$ cat src/rtl/aoc_pkg.sv
// Function
// - Ramp limits value change to rate percent of range per second; 0 disables
// - Transferred value is clamped between min and max limits, 0 to 65535
// - On error with substitute strategy, output the substitute percent value
// - Substitute value may carry lead-break and invalid-data flags
// - Simulation mode outputs simulation percent value with optional flags
// - Simulation invalid-data flag starts the substitute-value error strategy; here it raises a fault and the error strategy selected in ctrl applies
// - Output current spans 0 to 26.2 mA with a 12-bit DAC code
// - 0 to 100 percent maps onto 4 to 20 mA in 2500 steps
// - Words exchanged every 6.5 ms; conversion runs every 50 ms
// - Process data is an unsigned 16-bit integer without sign
// - Upper 12 bits of output word hold value; low nibble is digital
// - No input bytes; configuration identifier code is 60
// - Lead-break monitor can be enabled; short circuits are not detected
// - With monitor enabled at least 1 mA is always driven; here dac_o is forced to 0 while the watchdog is in WD_OFF
// - Lead break is flagged when measured current is below 0.1 mA
// - On fault output current value, substitute value or last valid value
// - Three failed exchanges switch the output off within 500 ms
`default_nettype none
package aoc_pkg;
  ////////////////////////////////////////////////////////////////////////
  // Timing
  localparam int CLK_KHZ = 10000;
  localparam int T_CYC_US = 6500;
  localparam int T_CONV_MS = 50;
  localparam int T_RAMP_MS = 10;
  localparam logic [19:0] CYC_CYCLES = 20'(T_CYC_US * CLK_KHZ / 1000);
  localparam logic [19:0] CONV_CYCLES = 20'(T_CONV_MS * CLK_KHZ);
  localparam logic [19:0] RAMP_CYCLES = 20'(T_RAMP_MS * CLK_KHZ);
  localparam int RAMP_PER_S = 1000 / T_RAMP_MS;
  localparam logic [1:0] FAIL_LIMIT = 2'h3;
  ////////////////////////////////////////////////////////////////////////
  // Output scaling, 156.25 codes per mA
  localparam logic [11:0] DAC_MAX = 12'hFFF;
  localparam logic [11:0] DAC_4MA = 12'h271;
  localparam logic [11:0] DAC_SPAN = 12'h9C4;
  localparam logic [11:0] DAC_1MA = 12'h09D;
  localparam logic [11:0] DAC_BREAK = 12'h00F;
  localparam logic [7:0] CFG_ID = 8'h3C;
  localparam logic [7:0] IN_BYTES = 8'h00;
  ////////////////////////////////////////////////////////////////////////
  // Register byte addresses
  localparam logic [5:0] A_CTRL = 6'h00;
  localparam logic [5:0] A_RATE = 6'h04;
  localparam logic [5:0] A_LIMIT = 6'h08;
  localparam logic [5:0] A_RANGE = 6'h0C;
  localparam logic [5:0] A_PCT = 6'h10;
  localparam logic [5:0] A_STAT = 6'h14;
  localparam logic [5:0] A_IST = 6'h18;
  localparam logic [5:0] A_ICLR = 6'h1C;
  localparam logic [5:0] A_IEN = 6'h20;
  localparam logic [5:0] A_ID = 6'h24;
  // Control fields
  localparam int C_SIM = 0;
  localparam int C_ERR = 1;
  localparam int C_LB = 3;
  localparam int C_SUBST = 4;
  localparam int C_SUB_LB = 5;
  localparam int C_SUB_INV = 6;
  localparam int C_SIM_LB = 7;
  localparam int C_SIM_INV = 8;
  // Interrupt bits
  localparam int I_BREAK = 0;
  localparam int I_FAIL = 1;
  localparam int I_OFF = 2;
  // Reset values
  localparam logic [15:0] RST_START = 16'h2710;
  localparam logic [15:0] RST_END = 16'hC350;
  localparam logic [15:0] RST_MIN = 16'h0000;
  localparam logic [15:0] RST_MAX = 16'hFFFF;
  localparam logic [15:0] RST_CTRL = 16'h0000;
  ////////////////////////////////////////////////////////////////////////
  // Error strategies and watchdog states
  typedef enum logic [1:0] {
    ERR_CURRENT = 2'b00,
    ERR_SUBST = 2'b01,
    ERR_LAST = 2'b10
  } aoc_err_t;
  typedef enum logic {
    WD_RUN = 1'b0,
    WD_OFF = 1'b1
  } aoc_wd_t;
endpackage
`default_nettype wire

$ cat src/rtl/aoc_top.sv
// Local design decisions: register access over Avalon-MM and the register offsets.
`timescale 1ns/1ns
`default_nettype none
module aoc_top import aoc_pkg::*; #(
  parameter logic [19:0] CYC_N = CYC_CYCLES,
  parameter logic [19:0] CONV_N = CONV_CYCLES,
  parameter logic [19:0] RAMP_N = RAMP_CYCLES
) (
  // Clock and reset
  input wire logic mclk_i,
  input wire logic sys_rst_i,
  // Avalon-MM slave
  input wire logic [5:0] address_i,
  input wire logic read_i,
  input wire logic write_i,
  input wire logic [31:0] writedata_i,
  output logic [31:0] readdata_o,
  output logic waitrequest_o,
  // Output word from communication unit
  input wire logic [15:0] fb_word_i,
  input wire logic fb_valid_i,
  input wire logic fb_invalid_i,
  // Current sense and DAC
  input wire logic [11:0] meas_code_i,
  output logic [11:0] dac_o,
  output logic out_en_o,
  // Status and identity
  output logic line_break_monitor_o,
  output logic stat_lb_o,
  output logic stat_inv_o,
  output logic [3:0] dig_o,
  output logic [7:0] cfg_id_o,
  output logic [7:0] in_bytes_o,
  output logic irq_o
);
  ////////////////////////////////////////////////////////////////////////
  // State
  typedef struct packed {
    logic [15:0] ctrl;
    logic [7:0] rate;
    logic [15:0] vmin;
    logic [15:0] vmax;
    logic [15:0] rs;
    logic [15:0] re;
    logic [7:0] psub;
    logic [7:0] psim;
    logic [2:0] ist;
    logic [2:0] ien;
    logic ack;
    logic [31:0] rdata;
    logic [19:0] cyc;
    logic [19:0] conv;
    logic [19:0] rtk;
    logic got;
    logic [1:0] fails;
    aoc_wd_t wd;
    logic [15:0] word;
    logic [15:0] last;
    logic [15:0] ramp;
    logic [11:0] dac;
    logic lb;
    logic stl;
    logic sti;
    logic [3:0] dig;
  } aoc_st_t;

  aoc_st_t s_q, s_d;
  logic req, cyc_end, conv_end, rtk_end, err, sim_inv, sim;
  logic [15:0] sub_code, sim_code, sel, tgt, step;
  logic [11:0] dac_map;
  aoc_err_t emode;

  // Linear percent to transfer code, saturated to 16 bits
  function automatic logic [15:0] pct2code(input logic [7:0] p,
      input logic [15:0] a, input logic [15:0] b);
    logic signed [33:0] v;
    v = 34'(signed'({1'b0, a})) + 34'(signed'(p)) *
        (34'(signed'({1'b0, b})) - 34'(signed'({1'b0, a}))) / 34'sd100;
    if (v < 34'sd0) return 16'h0000;
    else if (v > 34'sd65535) return 16'hFFFF;
    else return v[15:0];
  endfunction

  // Transfer code to DAC code, 4 to 20 mA across the range
  function automatic logic [11:0] code2dac(input logic [15:0] v,
      input logic [15:0] a, input logic [15:0] b, input logic lb_on);
    logic signed [33:0] d;
    d = 34'(DAC_4MA);
    if (b > a)
      d = d + (34'(signed'({1'b0, v})) - 34'(signed'({1'b0, a}))) *
          34'(signed'({1'b0, DAC_SPAN})) /
          (34'(signed'({1'b0, b})) - 34'(signed'({1'b0, a})));
    if (d < 34'sd0) d = 34'sd0;
    if (d > 34'(DAC_MAX)) d = 34'(DAC_MAX);
    if (lb_on && d < 34'(DAC_1MA)) d = 34'(DAC_1MA);
    return d[11:0];
  endfunction

  ////////////////////////////////////////////////////////////////////////
  // Value path
  always_comb begin
    req = read_i | write_i;
    cyc_end = (s_q.cyc == CYC_N - 20'h00001);
    conv_end = (s_q.conv == CONV_N - 20'h00001);
    rtk_end = (s_q.rtk == RAMP_N - 20'h00001);
    emode = aoc_err_t'(s_q.ctrl[C_ERR +: 2]);
    sim = s_q.ctrl[C_SIM];
    sub_code = pct2code(s_q.psub, s_q.rs, s_q.re);
    sim_code = pct2code(s_q.psim, s_q.rs, s_q.re);
    sim_inv = sim & s_q.ctrl[C_SIM_INV];
    // Fault: missed exchange, invalid identifier or simulated invalid
    err = (s_q.fails != 2'h0) | fb_invalid_i | sim_inv;
    sel = sim ? sim_code : s_q.word;
    if (err) begin
      unique case (emode)
        ERR_SUBST: sel = sub_code;
        ERR_LAST: sel = s_q.last;
        default: sel = sel;
      endcase
    end
    // Clamp between software limits
    tgt = sel;
    if (tgt < s_q.vmin) tgt = s_q.vmin;
    if (tgt > s_q.vmax) tgt = s_q.vmax;
    // Ramp step per tick from percent of range per second
    step = 16'((32'(s_q.rate) * 32'(s_q.re - s_q.rs)) /
        32'(100 * RAMP_PER_S));
    if (step == 16'h0000) step = 16'h0001;
    dac_map = code2dac(s_q.ramp, s_q.rs, s_q.re, s_q.ctrl[C_LB]);
  end

  ////////////////////////////////////////////////////////////////////////
  // Next state
  always_comb begin
    s_d = s_q;
    s_d.ack = req & ~s_q.ack;
    // Register writes take effect on the cycle waitrequest is low
    if (write_i && s_q.ack) begin
      unique case (address_i)
        A_CTRL: s_d.ctrl = writedata_i[15:0];
        A_RATE: s_d.rate = writedata_i[7:0];
        A_LIMIT: begin
          s_d.vmin = writedata_i[15:0];
          s_d.vmax = writedata_i[31:16];
        end
        A_RANGE: begin
          s_d.rs = writedata_i[15:0];
          s_d.re = writedata_i[31:16];
        end
        A_PCT: begin
          s_d.psub = writedata_i[7:0];
          s_d.psim = writedata_i[15:8];
        end
        A_IEN: s_d.ien = writedata_i[2:0];
        default: s_d.ien = s_q.ien;
      endcase
    end
    // Read data is captured as the answer is prepared
    s_d.rdata = 32'h00000000;
    if (read_i && !s_q.ack) begin
      unique case (address_i)
        A_CTRL: s_d.rdata = {16'h0000, s_q.ctrl};
        A_RATE: s_d.rdata = {24'h000000, s_q.rate};
        A_LIMIT: s_d.rdata = {s_q.vmax, s_q.vmin};
        A_RANGE: s_d.rdata = {s_q.re, s_q.rs};
        A_PCT: s_d.rdata = {16'h0000, s_q.psim, s_q.psub};
        A_STAT: s_d.rdata = {11'h000, s_q.fails, s_q.wd, s_q.sti,
            s_q.stl, s_q.lb, s_q.dac, 3'h0};
        A_IST: s_d.rdata = {29'h00000000, s_q.ist};
        A_IEN: s_d.rdata = {29'h00000000, s_q.ien};
        A_ID: s_d.rdata = {16'h0000, IN_BYTES, CFG_ID};
        default: s_d.rdata = 32'h00000000;
      endcase
    end
    // Clear first, events then win over a same-cycle clear
    if (write_i && s_q.ack && address_i == A_ICLR)
      s_d.ist = s_q.ist & ~writedata_i[2:0];
    // Fieldbus word: 12-bit value in the top, digital nibble below
    if (fb_valid_i) begin
      s_d.word = {fb_word_i[15:4], 4'h0};
      s_d.dig = fb_word_i[3:0];
      s_d.got = 1'b1;
    end
    // Exchange cycle watchdog
    s_d.cyc = cyc_end ? 20'h00000 : s_q.cyc + 20'h00001;
    if (cyc_end) begin
      s_d.got = fb_valid_i;
      if (s_q.got || fb_valid_i) begin
        s_d.fails = 2'h0;
        s_d.wd = WD_RUN;
      end else begin
        s_d.ist[I_FAIL] = 1'b1;
        if (s_q.fails != FAIL_LIMIT) s_d.fails = s_q.fails + 2'h1;
        if (s_q.fails == FAIL_LIMIT - 2'h1) begin
          s_d.wd = WD_OFF;
          s_d.ist[I_OFF] = 1'b1;
        end
      end
    end
    // Remember the last value taken without a fault
    if (!err) s_d.last = sel;
    // Ramp toward the clamped target
    s_d.rtk = rtk_end ? 20'h00000 : s_q.rtk + 20'h00001;
    if (s_q.rate == 8'h00) s_d.ramp = tgt;
    else if (rtk_end) begin
      if (tgt > s_q.ramp)
        s_d.ramp = (tgt - s_q.ramp > step) ? s_q.ramp + step : tgt;
      else
        s_d.ramp = (s_q.ramp - tgt > step) ? s_q.ramp - step : tgt;
    end
    // Conversion tick updates DAC and status flags
    s_d.conv = conv_end ? 20'h00000 : s_q.conv + 20'h00001;
    if (conv_end) begin
      s_d.dac = dac_map;
      s_d.stl = 1'b0;
      s_d.sti = 1'b0;
      if (sim) begin
        s_d.stl = s_q.ctrl[C_SIM_LB];
        s_d.sti = s_q.ctrl[C_SIM_INV];
      end
      if (err && emode == ERR_SUBST && s_q.ctrl[C_SUBST]) begin
        s_d.stl = s_q.ctrl[C_SUB_LB];
        s_d.sti = s_q.ctrl[C_SUB_INV];
      end
    end
    // Lead break: only open line, never shorts
    s_d.lb = s_q.ctrl[C_LB] && s_q.wd == WD_RUN &&
        meas_code_i < DAC_BREAK;
    if (s_d.lb) s_d.ist[I_BREAK] = 1'b1;
  end

  ////////////////////////////////////////////////////////////////////////
  // State register
  always_ff @(posedge mclk_i or posedge sys_rst_i) begin
    if (sys_rst_i) begin
      s_q <= '0;
      s_q.ctrl <= RST_CTRL;
      s_q.vmin <= RST_MIN;
      s_q.vmax <= RST_MAX;
      s_q.rs <= RST_START;
      s_q.re <= RST_END;
      s_q.wd <= WD_RUN;
    end else begin
      s_q <= s_d;
    end
  end

  ////////////////////////////////////////////////////////////////////////
  // Outputs
  assign waitrequest_o = req & ~s_q.ack;
  assign readdata_o = s_q.rdata;
  assign dac_o = (s_q.wd == WD_OFF) ? 12'h000 : s_q.dac;
  assign out_en_o = (s_q.wd == WD_RUN);
  assign line_break_monitor_o = s_q.lb;
  assign stat_lb_o = s_q.stl;
  assign stat_inv_o = s_q.sti;
  assign dig_o = s_q.dig;
  assign cfg_id_o = CFG_ID;
  assign in_bytes_o = IN_BYTES;
  assign irq_o = |(s_q.ist & s_q.ien);
endmodule // aoc_top
`default_nettype wire

$ cat config.mk
export PLATFORM = sky130hd
export DESIGN_NAME = aoc_top
export DESIGN_NICKNAME = d
export VERILOG_FILES = /design/src/rtl/aoc_pkg.sv /design/src/rtl/aoc_top.sv
export SDC_FILE = /design/constraint.sdc
export NUM_CORES = 2
export LEC_CHECK = 0
export BUFFER_PORTS_ARGS = -buffer_cell sky130_fd_sc_hd__buf_2
export CAP_MARGIN = 20
export CORE_AREA = 2 2 460 325
export CTS_CLUSTER_DIAMETER = 80
export DETAILED_ROUTE_END_ITERATION = 8
export DIE_AREA = 0 0 462 327
export PLACE_DENSITY = 0.8
export SYNTH_ARGS = -nofsm -noshare
export SYNTH_HDL_FRONTEND = slang
export SYNTH_SLANG_ARGS = --single-unit
$ cat constraint.sdc
create_clock -name mclk_i -period 136.1 [get_ports mclk_i]
set_input_delay 6.805 -clock mclk_i [delete_from_list [all_inputs] [get_ports mclk_i]]
set_output_delay 6.805 -clock mclk_i [all_outputs]
set_load 0.005 [all_outputs]
==> run summary <==
status = finished clean
endpoint of the most critical register-to-register path = s_q[13]
clock tree from TritonCTS = yes
critical path's largest stage delay = 0.65 ns
CTS Root Cell = sky130_fd_sc_hd__clkbuf_16
Initial Utilization = 60.63%
Worst Setup End Kind = register
kind of start point of the critical path = register
H-tree levels = 1
clock slew at the register clock pins of the worst setup and hold paths = 0.07 ns
clock period minus final worst setup slack = 128.34 ns
data arrival time at the worst-slack endpoint = 128.78 ns
CTS Buffer Depth = 3
Reg2Reg Depth = 697
weighted congestion at the end of routability-driven global placement = 1.076
post-route design area = 0.09554 mm^2
Cells after DPL = 14068
final cell count without fillers = 14230
chip width = 462 um
portion of synthesized cell area occupied by the leading cell type = 14.50%
fraction of registers with async set/reset = 100.0%
routed length per placed instance = 23.50 um
startpoint of the worst register-to-register path = s_q[204]
cell area after placement = 0.09272 mm^2
post-DR vias/cell = 6.642
portion of the post-synthesis area used by sequential elements = 7.624%
DR pass1 iterations = 7
Layout area overhead = 7.270%
number of synthesis warnings = 0
clock insertion delay at the later pin of the skew report = 0.56 ns
Critical Path RT = 136.54 ns
hold path endpoint = s_q[163]
remaining number of nets flagged by the antenna check after routing = 0
Buffers on Ports = 125
library cell occupying the most area in the post-synthesis netlist = sky130_fd_sc_hd__ha_1
final worst hold slack = 0.4577 ns
combined area of all synthesized cells = 0.08906 mm^2
total routed wirelength = 334400 um
slowest cell on the critical path = sky130_fd_sc_hd__or4b_4
I/O pin cnt = 142
post-synthesis area per instance = 7.394 um^2
CORE AREA = 0.1469 mm^2
Residual DRC = 0
top_reg_cell synth = sky130_fd_sc_hd__dfrtp_1
synth top area cells = sky130_fd_sc_hd__ha_1 (14%), sky130_fd_sc_hd__fa_1 (8.6%), sky130_fd_sc_hd__xnor2_1 (7.1%)
Tightest Pin Transition = 1.337 ns
initial detailed-routing violation count = 12963
final hold viol count = 0
Synth Instances = 12045
type of the worst min-delay path = register to register
number of CTS-inserted buffers = 23
DIE HEIGHT = 327 um
achievable clock frequency = 0.007792 GHz
via count = 94520
worst clock skew on the final layout = 0.01779 ns
die area = 0.1511 mm^2
count of clock tree sinks = 270
maximum number of pins on one net before global-route repair = 162
worst reg-to-reg setup slack = 7.76 ns
setup-violating endpoint count in the final report = 0
GR Overflow Total = 0
share of layout cells above drive strength 1 = 9.958%
critical path start-end classification = register to register
count of nets after finishing = 13711
number of synthesized flops with an enable pin = 0
max-slew violation count = 0
first-pass GRT wire length = 505200 um
max_slew headroom = 10.53%
flip-flop and latch count after synthesis = 270
number of filler cells placed in the layout = 12887
Worst Min Path Start = s_q[163]
maximum capacitance violations = 0
global router's overall resource usage = 42.20%
standard-cell row count = 118
via count of the first global-routing pass = 86588
initial antenna violation count = 11
Final period util = 94.30%
most used cell along the critical path = sky130_fd_sc_hd__a21o_1
Detailed Place HPWL = 267900 um
number of different library cells in the post-synthesis netlist = 135
hold-critical path depth = 1
maximum fanout along the worst path = 31
## registers in the layout (all words and copies together) (netlist names)
name                  cells
stat_lb_o                 1
stat_inv_o                1
readdata_o               32
s_q                     229
dig_o                     4
line_break_monitor_o      1
emode                     2
## cell usage in the layout, fill, tap and decap left out, types with 137 or more instances in the layout
master,netlist,layout
sky130_fd_sc_hd__xnor2_1,721,690
sky130_fd_sc_hd__xor2_1,297,289
sky130_fd_sc_hd__nor2b_1,139,137
sky130_fd_sc_hd__conb_1,2,184
sky130_fd_sc_hd__nand4_1,189,189
sky130_fd_sc_hd__a21o_1,335,330
sky130_fd_sc_hd__o21a_1,181,179
sky130_fd_sc_hd__o31ai_1,164,156
sky130_fd_sc_hd__mux2_2,287,287
sky130_fd_sc_hd__o21bai_1,177,177
sky130_fd_sc_hd__nand2_1,988,979
sky130_fd_sc_hd__nor3_1,309,293
sky130_fd_sc_hd__ha_1,1032,1029
sky130_fd_sc_hd__buf_4,56,269
sky130_fd_sc_hd__and3_1,162,161
sky130_fd_sc_hd__o21ai_0,619,595
sky130_fd_sc_hd__nand2b_1,187,184
sky130_fd_sc_hd__inv_1,999,996
sky130_fd_sc_hd__dfrtp_1,243,239
sky130_fd_sc_hd__a21oi_1,947,921
sky130_fd_sc_hd__fa_1,382,382
sky130_fd_sc_hd__nand3_1,252,248
sky130_fd_sc_hd__nor2_1,1077,1058
sky130_fd_sc_hd__and2_1,327,321
## cells in the mapped netlist, drive strengths merged (291+ instances only)
cell and instances:
nor2 1078, ha 1032, inv 1004, nand2 989
a21oi 953, xnor2 727, o21ai 671, fa 382
clkbuf 344, a21o 335, and2 328, nor3 319
xor2 298, mux2 291
## layer usage
metal / global-route usage (%) / routed length, um / share of wire (%) / up-vias
met3: 14.19 / 50710 / 15 / 688
li1: - / - / - / 43146
met4: 9.754 / 9081 / 2.7 / 14
met2: 57.07 / 128300 / 38 / 5687
met1: 63.39 / 146200 / 44 / 44985
met5: 0 / 76 / 0.023 / -
## cell type report
cell class	count	area (um^2)	share of cell area [%]
diodes	8	20.02	0.02095
clock buffers	34	676.9	0.7085
clock inverters	8	57.56	0.06024
inverters	1010	3802	3.980
multi-input cells	10499	78710	82.39
flip-flops and latches	270	6795	7.113
well taps	1980	2477	2.593
repair buffers	421	2998	3.138
## worst max-delay path: cells and delay by family (launching register included)
family / cells / cell delay, ns
and+or+nand+nor: 215 / 34.39
AOI/OAI and AO/OA: 396 / 70.88
muxes: 7 / 1.95
buffers and inverters: 30 / 4.93
adders and majority gates: 36 / 12.28
DFF: 1 / 0.45
xor gates and xnor gates: 13 / 3.03
## cell families after synthesis
group	Yosys count	share of synthesized area, %
xor gates and xnor gates	1028	10.21
DFF	270	7.624
muxes	365	4.519
and+or+nand+nor	4105	23.01
buffers and inverters	1464	6.451
other	2	0.008432
adders and majority gates	1438	23.35
AOI/OAI and AO/OA	3373	24.82
## worst max path at each step
stage                         end  startpoint
final                     s_q[13]    s_q[204]
after global routing      s_q[13]    s_q[204]
after CTS                 s_q[13]    s_q[203]
after detailed placement  s_q[13]    s_q[203]
after global placement    s_q[13]    s_q[203]
after floorplan           s_q[13]    s_q[203]
## through the flow
stage / worst slack [ns] / utilization (%) / setup TNS [ns]
CTS: 0.09240 / 63.67 / 0
global route: -0.7568 / 65.02 / -6.144
global placement: 3.059 / 63.10 / 0
floorplan: 9.184 / - / 0
finish: 7.762 / 65.03 / 0
detailed placement: -0.5754 / 63.12 / -4.191
## timing repair
item / in CTS / in global routing
pin swaps: 2 / 45
hold buffers: 0 / 0
setup endpoints to repair: 12 / 12
gates resized for setup: 9 / 266
cloned: 1 / 8
setup buffers: 3 / 94
Power is not shown: default switching activity piles up to over one toggle a cycle in this logic, so the estimate is an artifact.
